$ cat src/step_function_pkg.sv
// constants, codes and register offsets of the step function engine
// assumes one clock domain and a simple strobe register port
`default_nettype none
package step_function_pkg;
  // ************************************************************
  // step function codes
  // ************************************************************
  localparam logic [4:0] EMPTY_STEP_CODE = 5'h00;
  localparam logic [4:0] NO_FUNCTION_CODE = 5'h01;
  localparam logic [4:0] VOLTAGE_RAMP_CODE = 5'h02;
  localparam logic [4:0] CURRENT_RAMP_CODE = 5'h03;
  localparam logic [4:0] OUTPUT_OFF_CODE = 5'h04;
  localparam logic [4:0] OUTPUT_ON_CODE = 5'h05;
  localparam logic [4:0] ANALOG_V_OFF_CODE = 5'h06;
  localparam logic [4:0] ANALOG_V_ON_CODE = 5'h07;
  localparam logic [4:0] ANALOG_V_FOLLOW_CODE = 5'h08;
  localparam logic [4:0] ANALOG_I_OFF_CODE = 5'h09;
  localparam logic [4:0] ANALOG_I_ON_CODE = 5'h0A;
  localparam logic [4:0] ANALOG_I_FOLLOW_CODE = 5'h0B;
  localparam logic [4:0] CHAIN_CODE = 5'h0C;
  localparam logic [4:0] SUBSEQ_CODE = 5'h0D;
  // analog input modes
  localparam logic [1:0] ANALOG_OFF = 2'h0;
  localparam logic [1:0] ANALOG_ON = 2'h1;
  localparam logic [1:0] ANALOG_FOLLOW = 2'h2;
  // ************************************************************
  // register offsets (word index)
  // ************************************************************
  localparam logic [3:0] REG_CTRL = 4'h0;
  localparam logic [3:0] REG_WORK_CODE = 4'h1;
  localparam logic [3:0] REG_WORK_VSET = 4'h2;
  localparam logic [3:0] REG_WORK_ISET = 4'h3;
  localparam logic [3:0] REG_WORK_TIME = 4'h4;
  localparam logic [3:0] REG_ADDR = 4'h5;
  localparam logic [3:0] REG_CMD = 4'h6;
  localparam logic [3:0] REG_SEQ_CFG = 4'h7;
  localparam logic [3:0] REG_STATUS = 4'h8;
  localparam logic [3:0] REG_OUT_VSET = 4'h9;
  localparam logic [3:0] REG_OUT_ISET = 4'hA;
  localparam logic [3:0] REG_SETUP_CFG = 4'hB;
  localparam logic [3:0] REG_READBACK = 4'hC;
  // command register bits
  localparam int CMD_STORE_BIT = 0;
  localparam int CMD_SETUP_STORE_BIT = 1;
  localparam int CMD_START_BIT = 2;
  localparam int CMD_ABORT_BIT = 3;
  localparam int CMD_LOCAL_BIT = 4;
  localparam int CMD_REMOTE_BIT = 5;
  localparam int CMD_RECALL_BIT = 6;
  // ctrl register bit
  localparam int CTRL_POWER_FN_BIT = 0;
  // reset values
  localparam logic [4:0] CODE_RESET = EMPTY_STEP_CODE;
  localparam logic [15:0] DEFAULT_TIME_RESET = 16'h0001;
  // dwell time unit: one millisecond
  localparam int DWELL_UNIT_NS = 1000000;
  localparam int CLK_PERIOD_NS = 20;
  localparam int TICK_CYCLES = DWELL_UNIT_NS / CLK_PERIOD_NS;
endpackage : step_function_pkg
`default_nettype wire
$ cat src/step_function_engine.sv
// sequencer with per-location step function codes
// assumes register master on clk_in; no pins from other domains
//
// Decided for this implementation: the address map and the strobed register port.
`timescale 1ns/10ps
`default_nettype none
module step_function_engine #(
  parameter int DEPTH_LOG2 = 4,
  parameter int SETUPS = 15,
  parameter int TICK = step_function_pkg::TICK_CYCLES
) (
  input wire logic clk_in,
  input wire logic sys_rst_in,
  input wire logic [3:0] addr_in,
  input wire logic [31:0] wdata_in,
  input wire logic wr_in,
  input wire logic rd_in,
  output logic [31:0] rdata_out,
  output logic [15:0] vset_out,
  output logic [15:0] iset_out,
  output logic output_enable_setting_out,
  output logic [1:0] analog_voltage_input_out,
  output logic [1:0] analog_current_input_out,
  output logic running_out,
  output logic local_mode_out
);
  localparam int DEPTH = 1 << DEPTH_LOG2;
  typedef logic [DEPTH_LOG2-1:0] addr_t;
  typedef enum logic [2:0] {IDLE, ENTER, DWELL, FINISH} state_t;
  typedef struct packed {
    state_t st;
    logic [4:0] code;
    logic [15:0] vset;
    logic [15:0] iset;
    logic [15:0] step_dwell_time;
    addr_t loc;
    logic [3:0] setup_idx;
    logic power_fn;
    addr_t start_a;
    addr_t stop_a;
    logic [7:0] reps;
    logic [15:0] default_dwell_time;
    addr_t cur;
    logic [7:0] rep_cnt;
    logic in_sub;
    addr_t ret_a;
    addr_t m_start;
    addr_t m_stop;
    logic [7:0] m_reps;
    logic [7:0] m_cnt;
    logic [15:0] m_default_dwell_time;
    logic [31:0] tick;
    logic [15:0] dwell;
    logic [15:0] ramp_from;
    logic ramp_v;
    logic ramp_i;
    logic abort;
    logic [15:0] ov;
    logic [15:0] oi;
    logic oe;
    logic [1:0] av;
    logic [1:0] ai;
    logic local_m;
    logic run;
    logic [31:0] rd;
  } state_reg_t;
  state_reg_t s_r, s_nxt;
  // ************************************************************
  // location and setup memories
  // ************************************************************
  logic [4:0] m_code [DEPTH];
  logic [15:0] m_v [DEPTH];
  logic [15:0] m_i [DEPTH];
  logic [15:0] m_t [DEPTH];
  logic [5+2*DEPTH_LOG2+8+16+1-1:0] setup_mem [SETUPS];
  logic [4:0] setup_code [SETUPS][DEPTH];
  logic mem_we, setup_we, recall;
  logic [3:0] rec_idx;
  always_ff @(posedge clk_in) begin
    if (mem_we) begin
      m_code[s_r.loc] <= s_r.code;
      m_v[s_r.loc] <= s_r.vset;
      m_i[s_r.loc] <= s_r.iset;
      m_t[s_r.loc] <= s_r.step_dwell_time;
    end
    if (setup_we) begin
      setup_mem[s_r.setup_idx] <= {s_r.code, s_r.start_a, s_r.stop_a,
        s_r.reps, s_r.default_dwell_time, s_r.power_fn};
      for (int k = 0; k < DEPTH; k++) begin
        setup_code[s_r.setup_idx][k] <= m_code[k];
      end
    end
    if (recall) begin
      for (int k = 0; k < DEPTH; k++) begin
        m_code[k] <= setup_code[rec_idx][k];
      end
    end
  end
  function automatic logic code_ok(input logic [31:0] d);
    code_ok = (d[31:5] == 27'h0) &&
      (d[4:0] <= step_function_pkg::SUBSEQ_CODE);
  endfunction
  // signed step so that a falling ramp does not wrap around
  function automatic logic [15:0] ramp_step(input logic [15:0] cur_v,
      input logic [15:0] goal, input logic [15:0] left);
    logic signed [17:0] diff;
    diff = $signed({2'b00, goal}) - $signed({2'b00, cur_v});
    ramp_step = 16'($signed({2'b00, cur_v}) + diff / $signed({2'b00, left}));
  endfunction
  // ************************************************************
  // next state
  // ************************************************************
  logic [4:0] ecode;
  logic [15:0] ev, ei, et;
  logic [3:0] sidx;
  logic [5+2*DEPTH_LOG2+8+16+1-1:0] srec;
  always_comb begin
    s_nxt = s_r;
    mem_we = 1'b0;
    setup_we = 1'b0;
    recall = 1'b0;
    ecode = m_code[s_r.cur];
    ev = m_v[s_r.cur];
    ei = m_i[s_r.cur];
    et = m_t[s_r.cur];
    sidx = (et[3:0] == 4'h0) ? 4'h0 : et[3:0] - 4'h1;
    rec_idx = sidx;
    srec = setup_mem[sidx];
    s_nxt.rd = 32'h0;
    if (wr_in) begin
      case (addr_in)
        step_function_pkg::REG_CTRL:
          s_nxt.power_fn = wdata_in[step_function_pkg::CTRL_POWER_FN_BIT];
        step_function_pkg::REG_WORK_CODE:
          if (code_ok(wdata_in)) s_nxt.code = wdata_in[4:0];
        step_function_pkg::REG_WORK_VSET: s_nxt.vset = wdata_in[15:0];
        step_function_pkg::REG_WORK_ISET: s_nxt.iset = wdata_in[15:0];
        step_function_pkg::REG_WORK_TIME: s_nxt.step_dwell_time = wdata_in[15:0];
        step_function_pkg::REG_ADDR: begin
          s_nxt.loc = wdata_in[DEPTH_LOG2-1:0];
          s_nxt.setup_idx = wdata_in[11:8];
        end
        step_function_pkg::REG_SEQ_CFG: begin
          s_nxt.start_a = wdata_in[DEPTH_LOG2-1:0];
          s_nxt.stop_a = wdata_in[8+DEPTH_LOG2-1:8];
          s_nxt.reps = wdata_in[23:16];
        end
        step_function_pkg::REG_SETUP_CFG: s_nxt.default_dwell_time = wdata_in[15:0];
        step_function_pkg::REG_CMD: begin
          mem_we = wdata_in[step_function_pkg::CMD_STORE_BIT];
          setup_we = wdata_in[step_function_pkg::CMD_SETUP_STORE_BIT];
          if (wdata_in[step_function_pkg::CMD_LOCAL_BIT])
            s_nxt.local_m = 1'b1;
          if (wdata_in[step_function_pkg::CMD_REMOTE_BIT])
            s_nxt.local_m = 1'b0;
          if (wdata_in[step_function_pkg::CMD_START_BIT] &&
              s_r.st == IDLE) begin
            s_nxt.st = ENTER;
            s_nxt.cur = s_r.start_a;
            s_nxt.rep_cnt = 8'h0;
            s_nxt.in_sub = 1'b0;
            s_nxt.m_start = s_r.start_a;
            s_nxt.m_stop = s_r.stop_a;
            s_nxt.m_reps = s_r.reps;
            s_nxt.m_default_dwell_time = s_r.default_dwell_time;
          end
          if (wdata_in[step_function_pkg::CMD_ABORT_BIT] && s_r.st != IDLE)
            s_nxt.abort = 1'b1;
        end
        default: ;
      endcase
    end
    if (rd_in) begin
      case (addr_in)
        step_function_pkg::REG_CTRL: s_nxt.rd = {31'h0, s_r.power_fn};
        step_function_pkg::REG_WORK_CODE: s_nxt.rd = {27'h0, s_r.code};
        step_function_pkg::REG_WORK_VSET: s_nxt.rd = {16'h0, s_r.vset};
        step_function_pkg::REG_WORK_ISET: s_nxt.rd = {16'h0, s_r.iset};
        step_function_pkg::REG_WORK_TIME: s_nxt.rd = {16'h0, s_r.step_dwell_time};
        step_function_pkg::REG_STATUS:
          s_nxt.rd = {24'h0, s_r.in_sub, s_r.local_m, s_r.ai, s_r.av,
            s_r.oe, s_r.st != IDLE};
        step_function_pkg::REG_OUT_VSET: s_nxt.rd = {16'h0, s_r.ov};
        step_function_pkg::REG_OUT_ISET: s_nxt.rd = {16'h0, s_r.oi};
        step_function_pkg::REG_READBACK:
          s_nxt.rd = {11'h0, m_code[s_r.loc], m_v[s_r.loc]};
        default: s_nxt.rd = 32'h0;
      endcase
    end
    // ************************************************************
    // sequencer: codes act only here
    // ************************************************************
    // a pending abort freezes the step so no half-entered code acts
    case (s_r.abort ? IDLE : s_r.st)
      IDLE: ;
      ENTER: begin
        s_nxt.st = DWELL;
        // a subsequence runs on its own default time
        s_nxt.dwell = (et != 16'h0) ? et :
          (s_r.in_sub ? s_r.default_dwell_time : s_r.m_default_dwell_time);
        s_nxt.tick = 32'h0;
        s_nxt.ramp_v = 1'b0;
        s_nxt.ramp_i = 1'b0;
        case (ecode)
          step_function_pkg::EMPTY_STEP_CODE: s_nxt.dwell = 16'h0;
          step_function_pkg::NO_FUNCTION_CODE: begin
            s_nxt.ov = ev;
            s_nxt.oi = ei;
          end
          step_function_pkg::VOLTAGE_RAMP_CODE: begin
            s_nxt.ramp_v = 1'b1;
            s_nxt.ramp_from = s_r.ov;
            s_nxt.oi = ei;
          end
          step_function_pkg::CURRENT_RAMP_CODE: begin
            s_nxt.ramp_i = 1'b1;
            s_nxt.ramp_from = s_r.oi;
            s_nxt.ov = ev;
          end
          step_function_pkg::OUTPUT_OFF_CODE,
          step_function_pkg::OUTPUT_ON_CODE: begin
            s_nxt.ov = ev;
            s_nxt.oi = ei;
            s_nxt.oe = ecode[0];
          end
          step_function_pkg::ANALOG_V_OFF_CODE: begin
            s_nxt.ov = ev;
            s_nxt.oi = ei;
            s_nxt.av = step_function_pkg::ANALOG_OFF;
          end
          step_function_pkg::ANALOG_V_ON_CODE: begin
            s_nxt.ov = ev;
            s_nxt.oi = ei;
            s_nxt.av = step_function_pkg::ANALOG_ON;
          end
          step_function_pkg::ANALOG_V_FOLLOW_CODE: begin
            s_nxt.ov = ev;
            s_nxt.oi = ei;
            s_nxt.av = step_function_pkg::ANALOG_FOLLOW;
          end
          step_function_pkg::ANALOG_I_OFF_CODE: begin
            s_nxt.ov = ev;
            s_nxt.oi = ei;
            s_nxt.ai = step_function_pkg::ANALOG_OFF;
          end
          step_function_pkg::ANALOG_I_ON_CODE: begin
            s_nxt.ov = ev;
            s_nxt.oi = ei;
            s_nxt.ai = step_function_pkg::ANALOG_ON;
          end
          step_function_pkg::ANALOG_I_FOLLOW_CODE: begin
            s_nxt.ov = ev;
            s_nxt.oi = ei;
            s_nxt.ai = step_function_pkg::ANALOG_FOLLOW;
          end
          step_function_pkg::CHAIN_CODE: begin
            recall = 1'b1;
            s_nxt.dwell = 16'h0;
            s_nxt.in_sub = 1'b0;
            s_nxt.m_stop = srec[1+16+8+DEPTH_LOG2-1:1+16+8];
            s_nxt.m_start = srec[1+16+8+2*DEPTH_LOG2-1:1+16+8+DEPTH_LOG2];
            s_nxt.m_reps = srec[1+16+7:1+16];
            s_nxt.m_default_dwell_time = srec[16:1];
            s_nxt.m_cnt = 8'h0;
            s_nxt.cur = srec[1+16+8+2*DEPTH_LOG2-1:1+16+8+DEPTH_LOG2];
            s_nxt.st = ENTER;
            if (srec[0]) s_nxt.abort = 1'b1;
          end
          step_function_pkg::SUBSEQ_CODE: begin
            if (!s_r.in_sub) begin
              s_nxt.in_sub = 1'b1;
              s_nxt.ret_a = s_r.cur;
              s_nxt.start_a = srec[1+16+8+2*DEPTH_LOG2-1:1+16+8+DEPTH_LOG2];
              s_nxt.stop_a = srec[1+16+8+DEPTH_LOG2-1:1+16+8];
              s_nxt.reps = srec[1+16+7:1+16];
              s_nxt.default_dwell_time = srec[16:1];
              s_nxt.rep_cnt = 8'h0;
              s_nxt.cur = srec[1+16+8+2*DEPTH_LOG2-1:1+16+8+DEPTH_LOG2];
              s_nxt.st = ENTER;
            end
            s_nxt.dwell = 16'h0;
          end
          default: ;
        endcase
        if ((ecode == step_function_pkg::CHAIN_CODE ||
             ecode == step_function_pkg::SUBSEQ_CODE) &&
            s_r.cur == s_r.m_stop && !s_r.in_sub) begin
          s_nxt.ov = ev;
          s_nxt.oi = ei;
        end
      end
      DWELL: begin
        if (s_r.tick + 32'h1 >= 32'(TICK)) begin
          s_nxt.tick = 32'h0;
          if (s_r.dwell != 16'h0) s_nxt.dwell = s_r.dwell - 16'h1;
          // one step per dwell unit, so the ramp spans the whole dwell
          if (s_r.ramp_v && s_r.dwell != 16'h0)
            s_nxt.ov = ramp_step(s_r.ov, ev, s_r.dwell);
          if (s_r.ramp_i && s_r.dwell != 16'h0)
            s_nxt.oi = ramp_step(s_r.oi, ei, s_r.dwell);
        end else begin
          s_nxt.tick = s_r.tick + 32'h1;
        end
        if (s_r.dwell == 16'h0) begin
          if (s_r.ramp_v) s_nxt.ov = ev;
          if (s_r.ramp_i) s_nxt.oi = ei;
          s_nxt.st = ENTER;
          if (s_r.in_sub && s_r.cur == s_r.stop_a) begin
            if (s_r.reps == 8'h0) begin
              s_nxt.cur = s_r.start_a;
            end else if (s_r.rep_cnt + 8'h1 >= s_r.reps) begin
              s_nxt.in_sub = 1'b0;
              s_nxt.cur = s_r.ret_a + addr_t'(1);
            end else begin
              s_nxt.rep_cnt = s_r.rep_cnt + 8'h1;
              s_nxt.cur = s_r.start_a;
            end
          end else if (!s_r.in_sub && s_r.cur == s_r.m_stop) begin
            if (s_r.m_reps != 8'h0 && s_r.m_cnt + 8'h1 >= s_r.m_reps)
              s_nxt.st = FINISH;
            else begin
              s_nxt.m_cnt = s_r.m_cnt + 8'h1;
              s_nxt.cur = s_r.m_start;
            end
          end else begin
            s_nxt.cur = s_r.cur + addr_t'(1);
          end
        end
      end
      FINISH: begin
        s_nxt.st = IDLE;
        s_nxt.m_cnt = 8'h0;
        if (m_code[s_r.m_stop] == step_function_pkg::EMPTY_STEP_CODE)
          s_nxt.oe = 1'b0;
      end
      default: s_nxt.st = IDLE;
    endcase
    if (s_r.abort) begin
      s_nxt.abort = 1'b0;
      s_nxt.st = IDLE;
      s_nxt.in_sub = 1'b0;
      s_nxt.m_cnt = 8'h0;
      if (m_code[s_r.m_stop] == step_function_pkg::CHAIN_CODE ||
          m_code[s_r.m_stop] == step_function_pkg::SUBSEQ_CODE) begin
        s_nxt.ov = m_v[s_r.m_stop];
        s_nxt.oi = m_i[s_r.m_stop];
      end
    end
    // registered copy, so the pin comes straight from a flip-flop
    s_nxt.run = (s_nxt.st != IDLE);
  end
  // ************************************************************
  // state register
  // ************************************************************
  always_ff @(posedge clk_in or posedge sys_rst_in) begin
    if (sys_rst_in) begin
      s_r <= '0;
      s_r.st <= IDLE;
      s_r.code <= step_function_pkg::CODE_RESET;
      s_r.default_dwell_time <= step_function_pkg::DEFAULT_TIME_RESET;
      s_r.m_default_dwell_time <= step_function_pkg::DEFAULT_TIME_RESET;
    end else begin
      s_r <= s_nxt;
    end
  end
  assign rdata_out = s_r.rd;
  assign vset_out = s_r.ov;
  assign iset_out = s_r.oi;
  assign output_enable_setting_out = s_r.oe;
  assign analog_voltage_input_out = s_r.av;
  assign analog_current_input_out = s_r.ai;
  assign running_out = s_r.run;
  assign local_mode_out = s_r.local_m;
endmodule // step_function_engine
`default_nettype wire

$ cat config.mk
export PLATFORM = sky130hd
export DESIGN_NAME = step_function_engine
export DESIGN_NICKNAME = d
export VERILOG_FILES = /design/src/step_function_pkg.sv /design/src/step_function_engine.sv
export SDC_FILE = /design/constraint.sdc
export NUM_CORES = 2
export LEC_CHECK = 0
export ABC_AREA = 1
export BUFFER_PORTS_ARGS = -buffer_cell sky130_fd_sc_hd__buf_2
export CAP_MARGIN = 10
export CELL_PAD_IN_SITES_DETAIL_PLACEMENT = 0
export CELL_PAD_IN_SITES_GLOBAL_PLACEMENT = 1
export CORE_ASPECT_RATIO = 1.2
export CORE_MARGIN = 1
export CORE_UTILIZATION = 40
export CTS_BUF_LIST = sky130_fd_sc_hd__clkbuf_16
export DETAILED_ROUTE_END_ITERATION = 8
export GPL_ROUTABILITY_DRIVEN = 0
export PLACE_DENSITY_LB_ADDON = 0.1
export SLEW_MARGIN = 25
export SYNTH_ARGS = -nofsm -noshare
export SYNTH_HDL_FRONTEND = slang
export SYNTH_SLANG_ARGS = --single-unit
$ cat constraint.sdc
create_clock -name clk_in -period 125.7 [get_ports clk_in]
set_input_delay 18.855 -clock clk_in [delete_from_list [all_inputs] [get_ports clk_in]]
set_output_delay 18.855 -clock clk_in [all_outputs]
set_load 0.1 [all_outputs]
* Word-level counts from Yosys, hierarchy flattened *
Memories as Yosys holds them, arrays and structs flattened.
Cells that the tools add are included.

cells by class
  add/sub/neg operators = 11
  div/mod/pow operators = 2
  $lt $le $gt $ge = 4
  eq/ne operators = 41
  muxes and demuxes = 105
  bitwise operators = 1
  reduce and logical (&&, ||, !) cells = 50

operators by type and width
  operator                                                             number
  2-to-1 mux 16 bit                                                    24
  2-to-1 mux 32 bit                                                    7
  case mux 21 bit (9 select lines)                                     1
  2-to-1 mux 110 bit                                                   1
  case mux 48 bit (2 select lines)                                     1
  2-to-1 mux 8 bit                                                     8
  case mux 32 bit (2 select lines)                                     1
  2-to-1 mux 49 bit                                                    1
  == test 5 x 4 -> 1 bit, second input constant                        8
  2-to-1 mux 40 bit                                                    1
  2-to-1 mux 13 bit                                                    3
  divider 18 x 17 -> 18 bit                                            2
  subtractor 16 x 16 -> 17 bit                                         2
  2-to-1 mux 33 bit                                                    1
  adder 16 bit                                                         2
  adder 32 x 1 -> 32 bit, second input constant                        1
  greater-or-equal comparator 32 x 16 -> 1 bit, second input constant  1
  nonzero test 16 bit                                                  2
  logical NOT 27 bit                                                   1
  2-to-1 mux 1 bit                                                     27
  case mux 13 bit (2 select lines)                                     1
  2-to-1 mux 4 bit                                                     6
  case mux 8 bit (3 select lines)                                      1
  2-to-1 mux 21 bit                                                    1
  other kinds (47)                                                     110

word-level totals
  bits in registers = 276
  memory bits (writable) = 2,618
  input port bits = 40
  output and inout bits = 71
  logic and storage cells = 254
  memories kept = 6

memory list
  memory      depth  width  rd ports  clocked after Yosys merged registers in  write ports  line                        RTL
  setup_code  15     80     1         0                                        1            step_function_engine.sv:76  logic [4:0] setup_code [SETUPS][DEPTH];
  setup_mem   15     38     1         0                                        1            step_function_engine.sv:75  logic [5+2*DEPTH_LOG2+8+16+1-1:0] setup_mem [SETUPS];
  m_i         16     16     2         0                                        1            step_function_engine.sv:73  logic [15:0] m_i [DEPTH];
  m_t         16     16     1         0                                        1            step_function_engine.sv:74  logic [15:0] m_t [DEPTH];
  m_v         16     16     3         0                                        1            step_function_engine.sv:72  logic [15:0] m_v [DEPTH];
  m_code      16     5      19        0                                        17           step_function_engine.sv:71  logic [4:0] m_code [DEPTH];

* Longest topological paths before layout *
  depth in word-level cells = 11
  gate-level depth with buffers = 328
  depth with buffers taken out = 311

* Worst setup path after synthesis *
No wires, ideal clock.

  path kind = register to register
  start point = reg s_r[191] (netlist bit)
  end point = reg s_r, in the netlist vset_out[15]
  setup time = 127 ps
  data arrival time = 40,243 ps
  data required time = 125,573 ps
  slack = 85,330 ps
  stages on the path, launching flop included = 316
  clock period less this slack = 40,370 ps
  cells stage by stage = dfrtp_1 > clkbuf_1 > clkbuf_1 > clkbuf_1 > clkbuf_1 > clkbuf_1 > clkbuf_1 > clkbuf_1 > clkbuf_1 > o21ai_0 > nand3_1 > nand3_1 > nand2_1 > inv_1 > ha_1 > fa_1 > ha_1 > a21boi_1 > [... 280 more ...] > inv_1 > nor2_1 > nor2_1 > o21ai_0 > nand2_1 > a21oi_1 > nor2_1 > o21ai_0 > nand2_1 > xor2_1 > inv_1 > nand4_1 > nand2_1 > nand2_1 > nand2_1 > nand3_1 > nand2_1 > a21oi_2

RTL lines
  what                    line                         RTL
  start, declared         step_function_engine.sv:67   state_reg_t s_r, s_nxt;
  start signal, assigned  step_function_engine.sv:363  s_r <= s_nxt;

==> results.md <==
- Ys async rst share: 0.0944
- Worst-path maximum fanout: 115
- Max cap viols: 0
- Initial Util: 0.403
- Reg2Reg Capture Point: iset_out[12]
- Core ar.: 351000 um2
- CTS tree: done
- Drt drc: 0
- Slew margin rel.: 0.185
- Worst Setup End Kind: flip-flop
- Final period util: 0.395
- Hold crit path type: reg -> reg
- Final hold viol count: 0
- Fmax: 20.2 MHz
- Share of the synthesized area in the top cell type: 0.540
- H-tree Lvls: 5
- Post-Synthesis Cell Area: 141000 um2
- Status: finished, final reports clean
- Top FF cell, synth: edfxtp_1
- Critical Path End: iset_out[12]
- Sequential share of the synthesized area: 0.587
- Worst Setup Start Kind: flip-flop
- Setup bufs post-CTS: 0
- Layout cells sized above 1: 0.0851
- Post-synth EDFFs: 2543
- Root Buffer: clkbuf_16
- Antenna-violating nets left: 0
- Hold-fix buffers, CTS: 0
- Dpl hpwl: 319 mm
- First-pass GRT wire length: 763 mm
- Post-CTS Resized: 0
- Yosys cell types: 94
- CP Launch Point: s_r[191]
- Placed cell area: 147000 um2
- Clock sink count: 2808
- Chip width: 545 um
- Arrival time at the worst endpoint: 50350 ps
- Die area: 356000 um2
- Latest clock arrival within the worst-skew pair: 950 ps
- Post-synthesis register bit count: 2808
- Slowest stage delay, CP: 860 ps
- Crit path depth: 291
- Slew of the pin with the lowest slew margin: 1220 ps
- Synth Warn #: 0
- Nets: 14175
- Total negative setup slack: 0 ps
- CP dominant cell by count: nand2_1
- Period minus WS final: 49600 ps
- Worst setup margin: 76100 ps
- P&R area growth vs syn: 10.7%
- Gr ovfl total: 0
- CP top delay family: compound AO/OA/AOI/OAI gates
- Total Routing Usage GR: 0.295
- Most area-consuming cells after synthesis: edfxtp_1 54%, o21ai_0 6.6%, dfrtp_1 4.7%
- Synthesized area per cell: 10.2 um2
- Worst Skew: 67.2 ps
- # rows: 238
- Clock buffer depth: 4
- Cell Count, Final, Fillers Out: 18641
- FILL cells: 32883
- RSZ-0062 raised after global routing: no
- DRT iter0 DRCs: 11345
- Post-DR vias/cell: 5.92
- Bufs and invs on worst path: 54
- Register-to-Register Setup Slack: 76100 ps
- Initial antenna violation count: 34
- Dpl cells: 18062
- Die height: 653 um
- Crit path kind: reg -> reg
- CTS clk-pin slew, worst paths: 70 ps
- Largest net degree at the start of global routing: 193
- Setup Slack @ Placement: 75680 ps
- Routed WL per cell: 28.7 um
- Worst r2r path cells: 291
- Total number of vias: 110444
- Post-route cell area: 157000 um2
- # setup viols final: 0
- Number of I/O port buffers: 99
- Max Slew Vio Count: 0
- Syn Inst Count: 13902
- Io pins: 111
- Largest area contributor in the netlist: edfxtp_1
- Slowest cell on crit path: a2111oi_1
- Critical register-to-register path startpoint: s_r[191]
- Drt first pass iters: 8
- Vias in the first global route: 107359
- WL final: 536 mm
- Worst endpoint required time: 126450 ps
- Num CTS Buffers: 306
==> worst register-to-register path, delay by kind of cell (launching register included) <==
family	cells	cell delay, ps
AOI/OAI and AO/OA	128	24140
and+or+nand+nor	87	9640
buffers and inverters	54	8020
adders and majority gates	21	6640
DFF	1	840
xor gates and xnor gates	1	190
==> sequential cells by signal (all words and copies together) (netlist names), 16 cells and up <==
| signal | count |
|---|---|
| setup_code | 1200 |
| setup_mem | 495 |
| m_i | 256 |
| m_t | 256 |
| m_v | 256 |
| s_r | 205 |
| m_code | 80 |
| rdata_out | 21 |
| iset_out | 16 |
| vset_out | 16 |
==> metal layers <==
layer / up-vias / share of wire / global-route usage
met5: - / 0.00018 / 0
met4: 14 / 0.056 / 0.146
met3: 1069 / 0.071 / 0.0463
met2: 4506 / 0.48 / 0.495
met1: 55280 / 0.40 / 0.367
li1: 49575 / - / -
==> area by class of cell <==
cell class | count | area, um2 | area share
antenna | 26 | 65.1 | 0.000416
clock buffer | 312 | 7810 | 0.0499
clock inverter | 241 | 1850 | 0.0118
inverter | 1057 | 4040 | 0.0258
multi-input combinational | 9138 | 51100 | 0.326
sequential | 2808 | 83000 | 0.530
tap | 4680 | 5860 | 0.0374
timing repair buffer | 379 | 2810 | 0.0180
==> synth_stat cells, types with 59 or more instances <==
cell	instances
o22ai_1	187
buf_1	90
nand3_1	667
nand2_1	1627
nor2_1	1484
ha_1	441
clkbuf_1	714
o311ai_0	79
buf_4	70
dfrtp_1	263
a31oi_1	66
edfxtp_1	2543
inv_1	986
o21ai_0	1867
o21ai_1	97
xor2_1	188
o221ai_1	178
a21oi_1	978
nor3_1	60
inv_2	59
a22oi_1	152
o211ai_1	288
o31ai_1	69
xnor2_1	123
==> stage by stage <==
stage,hold slack [ps],util
5_1_grt,563,0.446
3_5_place_dp,498,0.418
2_1_floorplan,460,-
3_3_place_gp,494,0.418
4_1_cts,514,0.446
6_report,516,0.446
==> worst min path at each step <==
stage | depth (start not counted) | startpoint | slack (ps) | endpoint
5_1_grt | 2 | s_r[132] | 560 | s_r[132]
3_5_place_dp | 2 | s_r[181] | 500 | s_r[181]
2_1_floorplan | 2 | analog_voltage_input_out[0] | 460 | analog_voltage_input_out[0]
4_1_cts | 2 | s_r[181] | 510 | s_r[181]
3_3_place_gp | 2 | s_r[181] | 490 | s_r[181]
6_report | 2 | s_r[181] | 520 | s_r[181]
==> cell usage in the layout, fill, tap and decap left out, types with 79 or more instances in the layout <==
cell / n
edfxtp_1: 2543
o21ai_0: 1850
nand2_1: 1622
nor2_1: 1440
inv_1: 1042
a21oi_1: 976
nand3_1: 667
ha_1: 440
clkbuf_16: 312
o211ai_1: 288
buf_4: 262
dfrtp_1: 255
xor2_1: 188
o22ai_1: 187
o221ai_1: 178
a22oi_1: 152
xnor2_1: 123
o21ai_1: 106
buf_2: 99
o311ai_0: 79
==> kinds of logic (layout without fill, tap and decap cells) <==
| group | count (synthesis) | count (layout) | synth area share |
|---|---|---|---|
| AO/OA/AOI/OAI | 4266 | 4266 | 0.176 |
| other | 1 | 40 | 0.0000265 |
| multiplexers | 5 | 5 | 0.000389 |
| adder cells (fa/ha/maj) | 445 | 445 | 0.0396 |
| flip-flops | 2808 | 2808 | 0.587 |
| XOR/XNOR | 316 | 316 | 0.0198 |
| buffers and inverters | 1969 | 1989 | 0.0553 |
| AND/OR/NAND/NOR | 4092 | 4092 | 0.122 |
Power is not shown: default switching activity piles up to over one toggle a cycle in this logic, so the estimate is an artifact.
